--- config.mk ---
export PLATFORM = sky130hd
export DESIGN_NAME = cps_seq
export DESIGN_NICKNAME = d
export VERILOG_FILES = /design/src/core/cps_skid.v /design/src/core/cps_seq.v
export VERILOG_INCLUDE_DIRS = /design/src /design/src/pkg
export SDC_FILE = /design/constraint.sdc
export NUM_CORES = 1
export LEC_CHECK = 0
export BUFFER_PORTS_ARGS = -buffer_cell sky130_fd_sc_hd__buf_2
export CAP_MARGIN = 20
export CORE_MARGIN = 2
export CORE_UTILIZATION = 67
export DETAILED_ROUTE_END_ITERATION = 10
export PLACE_DENSITY = 0.85
export SLEW_MARGIN = 25
export SYNTH_ARGS = -nofsm -noshare
export SYNTH_HDL_FRONTEND = slang
export SYNTH_HIERARCHICAL = 1
export SYNTH_SLANG_ARGS = --single-unit
--- constraint.sdc ---
create_clock -name mclk -period 10.53 [get_ports mclk]
set_clock_uncertainty 0.1 [all_clocks]
set_input_delay 1.5795 -clock mclk [delete_from_list [all_inputs] [get_ports mclk]]
set_output_delay 1.5795 -clock mclk [all_outputs]
set_load 0.01 [all_outputs]
--- src/pkg/cps_map.vh ---
// constants for the configuration port sequencer
`ifndef CPS_MAP_VH
`define CPS_MAP_VH
// clock rate in MHz and figures as printed
`define CPS_CLK_MHZ 250
`define CPS_RST_MIN_NS 200
`define CPS_RST_MIN_CYC ((`CPS_RST_MIN_NS * `CPS_CLK_MHZ + 999) / 1000)
`define CPS_DONE_IO_CONFIG_CLOCK 49
// size-dependent clear waits in us
`define CPS_WAIT_SMALL_US 600
`define CPS_WAIT_MID_US 800
`define CPS_WAIT_LARGE_US 1200
`define CPS_US_CYC(us) ((us) * `CPS_CLK_MHZ)
// density selector codes
`define CPS_DEN_SMALL 2'h0
`define CPS_DEN_MID 2'h1
`define CPS_DEN_LARGE 2'h2
// image layout: a run of bytes, then an end-of-image marker
`define CPS_IMAGE_BYTES 16'h0010
`define CPS_END_MARK 8'hA5
`define CPS_CNT_W 20
`endif

--- src/core/cps_skid.v ---
// two-entry buffer with valid and ready on both sides
`include "cps_map.vh"
module cps_skid (
  // clock and reset
  input wire mclk,
  input wire arst_n,
  input wire clr,
  // fill side
  input wire in_valid,
  output wire in_ready,
  input wire [7:0] in_data,
  // drain side
  output wire out_valid,
  input wire out_ready,
  output wire [7:0] out_data
);
  reg [7:0] mem_q [0:1];
  reg wr_q;
  reg rd_q;
  reg [1:0] cnt_q;
  wire push;
  wire pop;
  // ======================================
  // handshakes
  assign in_ready = (cnt_q != 2'h2);
  assign out_valid = (cnt_q != 2'h0);
  assign out_data = mem_q[rd_q];
  assign push = in_valid & in_ready;
  assign pop = out_valid & out_ready;
  // storage and pointers
  always @(posedge mclk or negedge arst_n) begin
    if (!arst_n) begin
      wr_q <= 1'b0;
      rd_q <= 1'b0;
      cnt_q <= 2'h0;
      mem_q[0] <= 8'h00;
      mem_q[1] <= 8'h00;
    end else if (clr) begin
      wr_q <= 1'b0;
      rd_q <= 1'b0;
      cnt_q <= 2'h0;
    end else begin
      if (push) begin
        mem_q[wr_q] <= in_data;
        wr_q <= ~wr_q;
      end
      if (pop) begin
        rd_q <= ~rd_q;
      end
      cnt_q <= cnt_q + {1'b0, push} - {1'b0, pop};
    end
  end
endmodule

--- src/core/cps_seq.v ---
// configuration port start-up sequencer
// Contract
// [RULE1] a low config reset of at least 200 ns restarts configuration
// [RULE2] at least 49 config clocks after completion before user pins turn on
// [RULE3] host waits 600/800/1200 us after reset release before first clock
// [RULE4] device clears configuration memory during that wait before taking data
// [RULE5] read data bits launch on the falling config clock edge
// [RULE6] completion stays low from reset until a full valid image loads
`include "cps_map.vh"
module cps_seq (
  // clock and reset
  input wire mclk,
  input wire arst_n,
  // configuration pins
  input wire config_reset_n,
  input wire config_clock,
  input wire spi_sel_n,
  input wire spi_mosi,
  output reg spi_miso,
  output reg spi_miso_oe,
  output reg config_complete,
  output reg user_io_enable,
  // density strap
  input wire [1:0] density,
  // image byte stream to the fabric
  output wire img_valid,
  input wire img_ready,
  output wire [7:0] img_data,
  // status
  output wire clearing,
  output wire busy
);
  localparam [2:0] ST_RESET = 3'h0;
  localparam [2:0] ST_CLEAR = 3'h1;
  localparam [2:0] ST_LOAD = 3'h2;
  localparam [2:0] ST_WAKE = 3'h3;
  localparam [2:0] ST_USER = 3'h4;
  localparam [2:0] ST_FAIL = 3'h5;
  // counts cut to their counter widths on purpose
  localparam integer RST_CYC_I = `CPS_RST_MIN_CYC;
  localparam integer WAKE_CYC_I = `CPS_DONE_IO_CONFIG_CLOCK;
  localparam [8:0] RST_CYC = RST_CYC_I[8:0];
  localparam [5:0] WAKE_CYC = WAKE_CYC_I[5:0];
  parameter [`CPS_CNT_W-1:0] WAIT_SMALL = `CPS_US_CYC(`CPS_WAIT_SMALL_US);
  parameter [`CPS_CNT_W-1:0] WAIT_MID = `CPS_US_CYC(`CPS_WAIT_MID_US);
  parameter [`CPS_CNT_W-1:0] WAIT_LARGE = `CPS_US_CYC(`CPS_WAIT_LARGE_US);
  // ======================================
  // pin synchronisers
  reg [1:0] rst_s_q;
  reg [1:0] clk_s_q;
  reg [1:0] sel_s_q;
  reg [1:0] mosi_s_q;
  reg clk_d1_q;
  always @(posedge mclk or negedge arst_n) begin
    if (!arst_n) begin
      rst_s_q <= 2'h3;
      clk_s_q <= 2'h0;
      sel_s_q <= 2'h3;
      mosi_s_q <= 2'h0;
      clk_d1_q <= 1'b0;
    end else begin
      rst_s_q <= {rst_s_q[0], config_reset_n};
      clk_s_q <= {clk_s_q[0], config_clock};
      sel_s_q <= {sel_s_q[0], spi_sel_n};
      mosi_s_q <= {mosi_s_q[0], spi_mosi};
      clk_d1_q <= clk_s_q[1];
    end
  end
  wire cfg_rst_n = rst_s_q[1];
  wire sel_act = ~sel_s_q[1];
  wire clk_rise = clk_s_q[1] & ~clk_d1_q;
  wire clk_fall = ~clk_s_q[1] & clk_d1_q;
  // ======================================
  // density to wait count
  function [`CPS_CNT_W-1:0] wait_of;
    input [1:0] den;
    begin
      case (den)
        `CPS_DEN_SMALL: wait_of = WAIT_SMALL;
        `CPS_DEN_MID: wait_of = WAIT_MID;
        default: wait_of = WAIT_LARGE;
      endcase
    end
  endfunction
  // ======================================
  // sequencer
  reg [2:0] st_q;
  reg [8:0] low_q;
  reg [`CPS_CNT_W-1:0] cnt_q;
  reg [1:0] den_q;
  reg [2:0] bit_q;
  reg [7:0] sh_q;
  reg [15:0] nbyte_q;
  reg byte_v_q;
  reg [7:0] byte_q;
  reg [7:0] rd_q;
  wire buf_ready;
  wire restart = (low_q >= RST_CYC) & cfg_rst_n; // RULE1
  always @(posedge mclk or negedge arst_n) begin
    if (!arst_n) begin
      low_q <= 9'h000;
    end else if (cfg_rst_n) begin
      low_q <= 9'h000;
    end else if (low_q != 9'h1FF) begin
      low_q <= low_q + 9'h001;
    end
  end
  always @(posedge mclk or negedge arst_n) begin
    if (!arst_n) begin
      st_q <= ST_RESET;
      cnt_q <= {`CPS_CNT_W{1'b0}};
      den_q <= `CPS_DEN_SMALL;
      bit_q <= 3'h0;
      sh_q <= 8'h00;
      nbyte_q <= 16'h0000;
      byte_v_q <= 1'b0;
      byte_q <= 8'h00;
      config_complete <= 1'b0;
      user_io_enable <= 1'b0;
    end else if (restart) begin
      st_q <= ST_CLEAR; // RULE1
      den_q <= density;
      cnt_q <= wait_of(density);
      bit_q <= 3'h0;
      nbyte_q <= 16'h0000;
      byte_v_q <= 1'b0;
      config_complete <= 1'b0; // RULE6
      user_io_enable <= 1'b0;
    end else begin
      if (byte_v_q & buf_ready) begin
        byte_v_q <= 1'b0;
      end
      case (st_q)
        ST_RESET: begin
          if (cfg_rst_n) begin
            st_q <= ST_CLEAR;
            den_q <= density;
            cnt_q <= wait_of(density);
          end
        end
        ST_CLEAR: begin
          // memory cleared while counting; clocks now are ignored
          if (cnt_q == {`CPS_CNT_W{1'b0}}) begin
            st_q <= ST_LOAD; // RULE4
          end else begin
            cnt_q <= cnt_q - {{(`CPS_CNT_W-1){1'b0}}, 1'b1}; // RULE3
          end
        end
        ST_LOAD: begin
          if (clk_rise & sel_act & ~(byte_v_q & ~buf_ready)) begin
            sh_q <= {sh_q[6:0], mosi_s_q[1]};
            bit_q <= bit_q + 3'h1;
            if (bit_q == 3'h7) begin
              if (nbyte_q == `CPS_IMAGE_BYTES) begin
                if ({sh_q[6:0], mosi_s_q[1]} == `CPS_END_MARK) begin
                  st_q <= ST_WAKE;
                  config_complete <= 1'b1; // RULE6
                  cnt_q <= {`CPS_CNT_W{1'b0}};
                end else begin
                  st_q <= ST_FAIL;
                end
              end else begin
                byte_q <= {sh_q[6:0], mosi_s_q[1]};
                byte_v_q <= 1'b1;
                nbyte_q <= nbyte_q + 16'h0001;
              end
            end
          end
        end
        ST_WAKE: begin
          if (clk_rise) begin
            cnt_q <= cnt_q + {{(`CPS_CNT_W-1){1'b0}}, 1'b1};
            if (cnt_q[5:0] == WAKE_CYC - 6'h01) begin
              st_q <= ST_USER; // RULE2
              user_io_enable <= 1'b1;
            end
          end
        end
        ST_USER: st_q <= ST_USER;
        ST_FAIL: st_q <= ST_FAIL;
        default: st_q <= ST_RESET;
      endcase
    end
  end
  // ======================================
  // read-back: status byte shifted out on falling clock edges
  always @(posedge mclk or negedge arst_n) begin
    if (!arst_n) begin
      rd_q <= 8'h00;
      spi_miso <= 1'b0;
      spi_miso_oe <= 1'b0;
    end else begin
      spi_miso_oe <= sel_act & (st_q != ST_CLEAR);
      if (~sel_act) begin
        rd_q <= {config_complete, user_io_enable, st_q == ST_FAIL, st_q, den_q};
      end else if (clk_fall) begin
        spi_miso <= rd_q[7]; // RULE5
        rd_q <= {rd_q[6:0], 1'b0};
      end
    end
  end
  // ======================================
  // image byte buffer
  cps_skid u_buf (
    .mclk(mclk),
    .arst_n(arst_n),
    .clr(restart),
    .in_valid(byte_v_q),
    .in_ready(buf_ready),
    .in_data(byte_q),
    .out_valid(img_valid),
    .out_ready(img_ready),
    .out_data(img_data)
  );
  assign clearing = (st_q == ST_CLEAR);
  assign busy = (st_q != ST_USER);
endmodule

==> flow_summary.ini, run 1 <==
[outcome]
status = finished clean

[clock_network]
numClockSinks = 110
ctsHoldBuffers = 0
cts_buffers = 9
clockBufferDepth = 2
clkTransAtPathRegs_ns = 0.10
clk_latency_ns = 0.38
cts_resized = 0
cts_tree = done
htreeDepth = 3
postCtsSetupBuffers = 0
clock-root-buffer = clkbuf_8

[global_route]
globalRouteMet2Util = 0.413
grt.overflow.total = 0
grt_pass1_wl_mm = 19.9
met3_usage = 0.0508
grt_use_met1 = 0.332
grt.total_usage = 0.251
grt-busiest-layer = met2
antenna_found_initial = 0
grt_pass1_vias = 4289
grt_max_degree = 92

[drt]
drc = 0
postRouteWirelength_mm = 11.5
ant_nets = 0
drt-initial-drc-count = 212
firstDrtPassIters = 5
via_per_inst = 6.19
routedWlPerCell_um = 16.4
dr_total_vias = 4366

[synth]
yosysWarnings = 6
synth.avg_cell_area_um2 = 10.4
syn_nets = 612
yosys_most_used_dff = dfrtp_1
synth-edff-count = 0
postSynth.asyncResetShare = 1.00
syn_area_um2 = 5970
ys_ff_latch = 110
syn_inst = 573
seq_area_frac_synth = 0.462
ys_types = 68

[sta]
clock.fmax_mhz = 247
setup_viol_count_final = 0
finalSetupTns_ns = 0
hold_viol = 0
finalCritPeriodShare = 0.385
slew_headroom = 0.405
worst_slew_pin_slew_ns = 0.890
fin_crit_ns = 4.05
setup_ws_ns = 6.48
slew_violations = 0
rsz0062_at_grt = false

[setup_path]
cp.buffers_inverters = 0
cp_common_cell = a41oi_1
cpPeakStageDelay_ns = 0.64
crit_chain = nor2b_1, nand2_1, ha_1, and2_1, and3_1, a211oi_1, o21ai_0, nor4_1, a41oi_1, a41oi_1
path_max_fanout = 23
crit_required_ns = 10.72
slowest_stage = dfrtp_1
end_kind = flip-flop
path_delay_family = simple AND/OR/NAND/NOR gates
cp-start-kind = flip-flop
cp.arrival_ns = 4.24
critical_path_class = reg2reg

[placement]
gp_congestion = 0.913
pre_cts_slack_ns = 6.58
io_buffers = 23
hpwl_mm = 8.18

[finish]
diodes = 0
layout-drive-gt1-share = 0.171
area_delta_synth_final_pct = 6.96
fin_nets = 631

[floorplan]
die_x_um = 98.4
rows = 34
dieArea_um2 = 9680
die_h_um = 98.4
top_level_ports = 24
core_um2 = 8680
initial_utilization = 0.688

[hold_path]
hold_path.class = reg2reg

[power_and_ir_drop]
vdd_drop_max_v = 0.000213
leakagePower_nw = 3.03
pwr_density_cell_nw_per_um2 = 290

[flow_run]
cap_violations = 0
==> cell families after synthesis <==
group / Yosys count / share of synthesized area
AND/OR/NAND/NOR: 181 / 0.159
AO/OA/AOI/OAI: 122 / 0.131
flip-flops: 110 / 0.462
multiplexers: 57 / 0.104
buffers and inverters: 35 / 0.0241
XOR/XNOR: 38 / 0.0557
adder cells (fa/ha/maj): 30 / 0.0641
==> metal layers <==
layer / wire [um] / up-vias
li1: - / 2109
met1: 5160 / 2139
met2: 5660 / 83
met3: 408 / 35
met4: 311 / 0
met5: 0 / -
==> cells in the mapped netlist (3+ instances only) <==
master	n	area, um^2
a22o_1	3	26.3
nand2b_1	6	37.5
o21a_1	7	52.6
nor3_1	8	40.0
mux2i_1	15	150
a21oi_1	36	180
xor2_1	23	201
xnor2_1	15	131
and3_1	6	37.5
dfstp_2	4	105
nand4_1	15	93.8
nor2b_1	9	56.3
nor2_1	57	214
o21ai_0	29	145
clkbuf_1	11	41.3
inv_1	17	63.8
nand2_1	32	120
a31oi_1	7	43.8
dfrtp_1	106	2650
ha_1	29	363
and2_1	5	31.3
mux2_2	42	473
and4_1	3	26.3
a211oi_1	4	30.0
or2_2	3	18.8
nand3_1	12	60.1
nor4_1	8	50.1
a21o_1	8	60.1
o211ai_1	4	30.0
==> power by group <==
| group | leakage [nW] | switching, W | internal (W) |
|---|---|---|---|
| sequential | 1.44 | 0.0000857 | 0.000505 |
| clock | 0.109 | 0.000158 | 0.000119 |
| combinational | 1.48 | 0.000554 | 0.000430 |
==> area by class of cell <==
type	instances	area, um^2
Clock buffer	9	124
Tap cell	108	135
Inverter	19	71.3
Sequential cell	110	2760
Fill cell	611	2290
Timing Repair Buffer	24	129
Clock inverter	7	96.3
Multi-Input combinational cell	428	3070
==> flip-flops by register name, indices dropped and copies added (netlist names), 2 cells and up <==
signal	cells
cnt_q	20
nbyte_q	16
u_buf/mem_q	16
low_q	9
byte_q	8
rd_q	8
sh_q	7
bit_q	3
st_q	3
clk_s_q	2
den_q	2
mosi_s_q	2
rst_s_q	2
sel_s_q	2
u_buf/cnt_q	2
==> per-stage QoR <==
| stage | util | hold WS [ns] | instance area (um^2) | std cells | power (W) |
|---|---|---|---|---|---|
| floorplan | - | 0.231 | 5970 | 573 | 0.00137 |
| global placement | 0.710 | 0.234 | 6160 | 689 | 0.00152 |
| detailed placement | 0.710 | 0.242 | 6170 | 689 | 0.00157 |
| CTS | 0.736 | 0.266 | 6390 | 705 | 0.00185 |
| global route | 0.736 | 0.266 | 6390 | 705 | 0.00201 |
| finish | 0.736 | 0.261 | 6390 | 705 | 0.00185 |
==> cells in the final DEF, fill, tap and decap left out, types with 2 or more instances in the layout <==
cell type  netlist  layout
a21o_1           8       8
o21ai_0         29      29
mux2i_1         15      15
o21a_1           7       7
o21bai_1         2       2
nor2_1          57      57
dfrtp_1        106     106
and4_1           3       3
clkbuf_8         0       9
a22o_1           3       3
and3_1           6       6
dfstp_2          4       4
nor3b_1          2       2
nand2_1         32      32
a41oi_1          2       2
nand3_1         12      12
nor4bb_1         2       2
or2_2            3       3
o211ai_1         4       4
a21oi_1         36      35
nand4_1         15      15
nor4_1           8       8
nand2b_1         6       6
inv_8            0       3
and2_1           5       5
buf_2            1      22
o22ai_1          2       2
xor2_1          23      23
xnor2_1         15      15
inv_1           17      17
inv_2            2       2
nor3_1           8       8
mux2_2          42      42
ha_1            29      29
o31ai_1          2       2
nand3b_1         2       2
a31oi_1          7       7
a211o_1          2       2
nor2b_1          9       9
a211oi_1         4       4
==> worst paths after layout <==
check	startpoint	to	slack, ns	depth (start not counted)
setup / recovery	st_q[0]	cnt_q[12]	6.48	10
max in group asynchronous	arst_n	bit_q[1]	8.32	2
hold reg to reg	mosi_s_q[0]	mosi_s_q[1]	0.26	0
setup reg to reg	st_q[0]	cnt_q[12]	6.48	10
hold / removal	mosi_s_q[0]	mosi_s_q[1]	0.26	0
min in group asynchronous	arst_n	u_buf/cnt_q[1]	0.95	1
Power figures use the tool's default switching activity.
==> run 2: changes to the inputs <==
--- a/config.mk
+++ b/config.mk
@@ -9,9 +9,9 @@
 export BUFFER_PORTS_ARGS = -buffer_cell sky130_fd_sc_hd__buf_2
 export CAP_MARGIN = 20
 export CORE_MARGIN = 2
-export CORE_UTILIZATION = 67
+export CORE_UTILIZATION = 56
 export DETAILED_ROUTE_END_ITERATION = 10
-export PLACE_DENSITY = 0.85
+export PLACE_DENSITY = 0.76
 export SLEW_MARGIN = 25
 export SYNTH_ARGS = -nofsm -noshare
 export SYNTH_HDL_FRONTEND = slang
==> constraint.sdc (replaced) <==
create_clock -name mclk -period 3.7 [get_ports mclk]
set_clock_uncertainty 0.1 [all_clocks]
set_input_delay 0.555 -clock mclk [delete_from_list [all_inputs] [get_ports mclk]]
set_output_delay 0.555 -clock mclk [all_outputs]
set_load 0.01 [all_outputs]
==> run 2 against run 1 <==
Critical path depth did not move. Clock power increased to 2.7 times the previous value. Via count increased by 1.2%. Largest cell class unchanged.
==> flow_summary.ini, run 2 (synthesis gave the netlist of run 1 again) <==
[drt]
routedWlPerCell_um = 16.5
firstDrtPassIters = 4
drc = 0
ant_nets = 0
via_per_inst = 5.96
dr_total_vias = 4420
drt-initial-drc-count = 256
postRouteWirelength_mm = 12.2

[placement]
io_buffers = 23
gp_congestion = 0.891
hpwl_mm = 8.65

[sta]
fin_crit_ns = 3.36
whs_ns = 0.0834
clock.fmax_mhz = 297
worst_slew_pin_slew_ns = 0.725
hold_viol = 0
finalCritPeriodShare = 0.909
finalSetupTns_ns = 0
slew_violations = 0
slew_headroom = 0.517
rsz0062_at_grt = false
setup_viol_count_final = 0

[setup_path]
critical_path_class = reg2reg
path_max_fanout = 11
cp-start-kind = flip-flop
r2r_setup_slack_ns = 0.34
cp.arrival_ns = 3.54
end_kind = flip-flop
crit_required_ns = 3.87

[floorplan]
core_um2 = 10300
die_x_um = 107
rows = 37
die_h_um = 107
initial_utilization = 0.578
top_level_ports = 24
dieArea_um2 = 11500

[outcome]
status = finished clean

[power_and_ir_drop]
leakagePower_nw = 3.06
vdd_drop_max_v = 0.000637
pwr_density_cell_nw_per_um2 = 823
internal-power_w = 0.00298
p_switching_w = 0.00233
switching_share = 0.439
seq_power_share = 0.309
combinationalPowerShare = 0.552
p_clk_frac = 0.139

[flow_run]
cap_violations = 0

[global_route]
grt_max_degree = 83
grt_pass1_vias = 4348
grt.total_usage = 0.226
grt.overflow.total = 0
grt_pass1_wl_mm = 20.7
antenna_found_initial = 0

[hold_path]
hold_path.class = in2async

[clock_network]
clkTransAtPathRegs_ns = 0.11
numClockSinks = 110
cts_tree = done
htreeDepth = 3
ctsHoldBuffers = 0
postCtsSetupBuffers = 0
cts_buffers = 9
cts_resized = 0
clock-root-buffer = clkbuf_8
clk_latency_ns = 0.39
clockBufferDepth = 2

[finish]
regMostFlops = cnt_q
nFillCells = 840
mostFrequentLayoutCells = dfrtp_1 (106), nor2_1 (57), mux2_2 (42), a21oi_1 (36), nand2_1 (32)
fin_nets = 639
reg_top3 = cnt_q: 20 flops, nbyte_q: 16 flops, u_buf/mem_q: 16 flops
area_delta_synth_final_pct = 8.09
final_common_cell = dfrtp_1
diodes = 0
layout-drive-gt1-share = 0.180
largest_reg_flops = 20
[run 2: cell types whose count changed in the layout (fill, tap and decap cells not counted)]
cell       previous run  this run
inv_12                1         0
a21oi_1              35        36
inv_6                 0         3
inv_8                 3         2
clkinv_8              0         1
a21oi_2               1         0
bufinv_16             1         0
buf_4                 1         9
clkinv_4              1         0
[run 2: area by class of cell]
cell class / count / area, um^2 / area share
clock buffer: 9 / 124 / 0.0192
clock inverter: 7 / 72.6 / 0.0112
inverter: 19 / 71.3 / 0.0111
multi-input combinational: 428 / 3070 / 0.476
sequential: 110 / 2760 / 0.427
tap: 136 / 170 / 0.0264
timing repair buffer: 32 / 189 / 0.0293
[run 2: per-layer routing]
| layer | global-route usage | routed length, um | share of wire | vias to the layer above |
|---|---|---|---|---|
| met4 | 0.0742 | 219 | 0.018 | 0 |
| met5 | 0 | 0 | 0 | - |
| met1 | 0.296 | 5480 | 0.45 | 2161 |
| met2 | 0.376 | 5970 | 0.49 | 112 |
| met3 | 0.0460 | 556 | 0.045 | 19 |
| li1 | - | - | - | 2128 |
[run 2: final timing paths]
kind | cells past startpoint | to | startpoint
max | 10 | cnt_q[18] | st_q[2]
min | 1 | nbyte_q[11] | arst_n
max reg2reg | 10 | cnt_q[18] | st_q[2]
min reg2reg | 0 | mosi_s_q[1] | mosi_s_q[0]
max in group asynchronous | 2 | rst_s_q[0] | arst_n
min in group mclk | 1 | sel_s_q[0] | spi_sel_n
[run 2: worst max-delay path, stage by stage (launching register included)]
cell      delay, ns
dfrtp_1        0.40
nor2b_1        0.23
nand2_1        0.33
ha_1           0.45
and2_1         0.19
a22o_1         0.20
a211oi_1       0.51
o21ai_0        0.31
a31oi_1        0.27
xor2_1         0.18
o21ai_1        0.08
[run 2: through the flow]
stage,cells,utilization,total power (W),setup WS (ns),instance area [um^2]
2_1_floorplan,573,-,0.00389,0.267,5970
3_3_place_gp,725,0.606,0.00444,0.508,6250
3_5_place_dp,725,0.606,0.00453,0.418,6250
4_1_cts,741,0.625,0.00528,0.383,6450
5_1_grt,741,0.625,0.00573,0.127,6450
6_report,741,0.625,0.00531,0.337,6450
[run 2: power by group through the flow]
stage / Sequential, W / Clock, W / Combinational (W)
global placement: 0.00166 / 0 / 0.00278
CTS: 0.00164 / 0.000754 / 0.00289
global route: 0.00167 / 0.000801 / 0.00326
finish: 0.00164 / 0.000736 / 0.00293
floorplan: 0.00159 / 0 / 0.00231
detailed placement: 0.00166 / 0 / 0.00286
==> run 3: changes to the inputs <==
--- a/config.mk
+++ b/config.mk
@@ -11,7 +11,7 @@
 export CORE_MARGIN = 2
 export CORE_UTILIZATION = 56
 export DETAILED_ROUTE_END_ITERATION = 10
-export PLACE_DENSITY = 0.76
+export PLACE_DENSITY = 0.86
 export SLEW_MARGIN = 25
 export SYNTH_ARGS = -nofsm -noshare
 export SYNTH_HDL_FRONTEND = slang
==> run 3 against run 2 <==
Register-to-register slack got worse by 0.02 ns. Clock-buffer cell count did not move. Largest power group unchanged. Sequential cell count did not move. Highest routed layer unchanged. Maximum frequency fell by 0.70%. Global-route usage rose by 0.69 points. Sequential power barely moved. Combinational power barely moved. First-iteration DRC count rose by 31%. Sequential share of layout area fell by 0.28 points.
==> flow_summary.ini, run 3 (synthesis gave the netlist of run 1 again) <==
[finish]
layout-drive-gt1-share = 0.179
largest_reg_flops = 20
regMostFlops = cnt_q
area_delta_synth_final_pct = 8.80
nFillCells = 785
multi_input_area_um2 = 3070
fin_nets = 638
mostFrequentLayoutCells = dfrtp_1 (106), nor2_1 (57), mux2_2 (42), a21oi_1 (36), nand2_1 (32)
instances_no_fill = 740
seqCellArea_um2 = 2760
final_common_cell = dfrtp_1
design_area_um2 = 6500
reg_top3 = cnt_q: 20 flops, nbyte_q: 16 flops, u_buf/mem_q: 16 flops
diodes = 0

[placement]
gp_congestion = 0.914
pre_cts_slack_ns = 0.395
dp.cells = 724
dpl_cell_area_um2 = 6260
hpwl_mm = 8.74
io_buffers = 23

[global_route]
grt.overflow.total = 0
grt.total_usage = 0.233
globalRouteMet2Util = 0.386
grt_max_degree = 57
grt_pass1_vias = 4550
grt_use_met1 = 0.292
antenna_found_initial = 0
met3_usage = 0.0557
grt-busiest-layer = met2
grt_pass1_wl_mm = 21.4

[floorplan]
initial_utilization = 0.578
die_x_um = 107
dieArea_um2 = 11500
die_h_um = 107
rows = 37
core_um2 = 10300
top_level_ports = 24

[sta]
rsz0062_at_grt = false
fin_crit_ns = 3.39
slew_headroom = 0.526
setup_ws_ns = 0.313
worst_slew_pin_slew_ns = 0.712
slew_violations = 0
clock.fmax_mhz = 295
finalCritPeriodShare = 0.915
setup_viol_count_final = 0
hold_viol = 0
finalSetupTns_ns = 0

[setup_path]
cp.arrival_ns = 3.56
crit_required_ns = 3.88
critical_path_class = reg2reg
end_kind = flip-flop
path_max_fanout = 11
cp-start-kind = flip-flop

[drt]
firstDrtPassIters = 5
dr_total_vias = 4476
via_per_inst = 6.05
ant_nets = 0
postRouteWirelength_mm = 12.4
drc = 0
routedWlPerCell_um = 16.7
drt-initial-drc-count = 335

[clock_network]
postCtsSetupBuffers = 0
htreeDepth = 3
cts_buffers = 9
clock-root-buffer = clkbuf_8
cts_resized = 0
ctsHoldBuffers = 0
clk_latency_ns = 0.39
cts_tree = done
clockBufferDepth = 2
clkTransAtPathRegs_ns = 0.11
numClockSinks = 110

[power_and_ir_drop]
pwr_density_cell_nw_per_um2 = 834
leakagePower_nw = 3.08
vdd_drop_max_v = 0.000705
total_power_w = 0.00541

[hold_path]
hold_path.class = in2async

[outcome]
status = finished clean

[flow_run]
cap_violations = 0
-- run 3: cell types whose count changed in the layout (fill, tap and decap cells not counted), sizes merged --
cell,before,now
clkinvlp,1,0
bufinv,0,2
buf,32,31
clkinv,1,3
inv,24,21
-- run 3: cell type report --
class,count,share of cell area
multi-input cells,428,0.472
flip-flops and latches,110,0.424
repair buffers,31,0.0293
well taps,136,0.0262
clock buffers,9,0.0191
clock inverters,7,0.0175
inverters,19,0.0110
-- run 3: worst paths after layout --
check	endpoint	startpoint	depth (start not counted)	slack [ns]
max	cnt_q[18]	st_q[2]	10	0.31
min	nbyte_q[13]	arst_n	1	0.10
max reg2reg	cnt_q[18]	st_q[2]	10	0.31
min reg2reg	sel_s_q[1]	sel_s_q[0]	0	0.26
max in group asynchronous	cnt_q[18]	arst_n	2	2.65
min in group mclk	sel_s_q[0]	spi_sel_n	1	0.16
-- run 3: critical path, stage by stage, from the launching register on --
cell and delay, ns:
dfrtp_1 0.40, nor2b_1 0.27, nand2_1 0.34, ha_1 0.44
and2_1 0.20, and3_1 0.20, a211oi_1 0.52, o21ai_0 0.30
a31oi_1 0.26, xor2_1 0.16, o21ai_1 0.08
-- run 3: where the power goes --
part / leakage, nW / switching [W] / internal (W)
Clock: 0.119 / 0.000442 / 0.000396
Sequential: 1.44 / 0.000209 / 0.00144
Combinational: 1.52 / 0.00165 / 0.00128
-- run 3: layer usage --
layer	up-vias	wire (um)
li1	2121	-
met1	2189	5260
met2	131	6130
met3	35	607
met4	0	381
met5	-	0
-- run 3: per-stage QoR --
step	utilization	hold WS (ns)
final	0.629	0.102
after global routing	0.629	0.132
after CTS	0.629	0.115
after detailed placement	0.606	0.240
after global placement	0.606	0.235
after floorplan	-	0.159
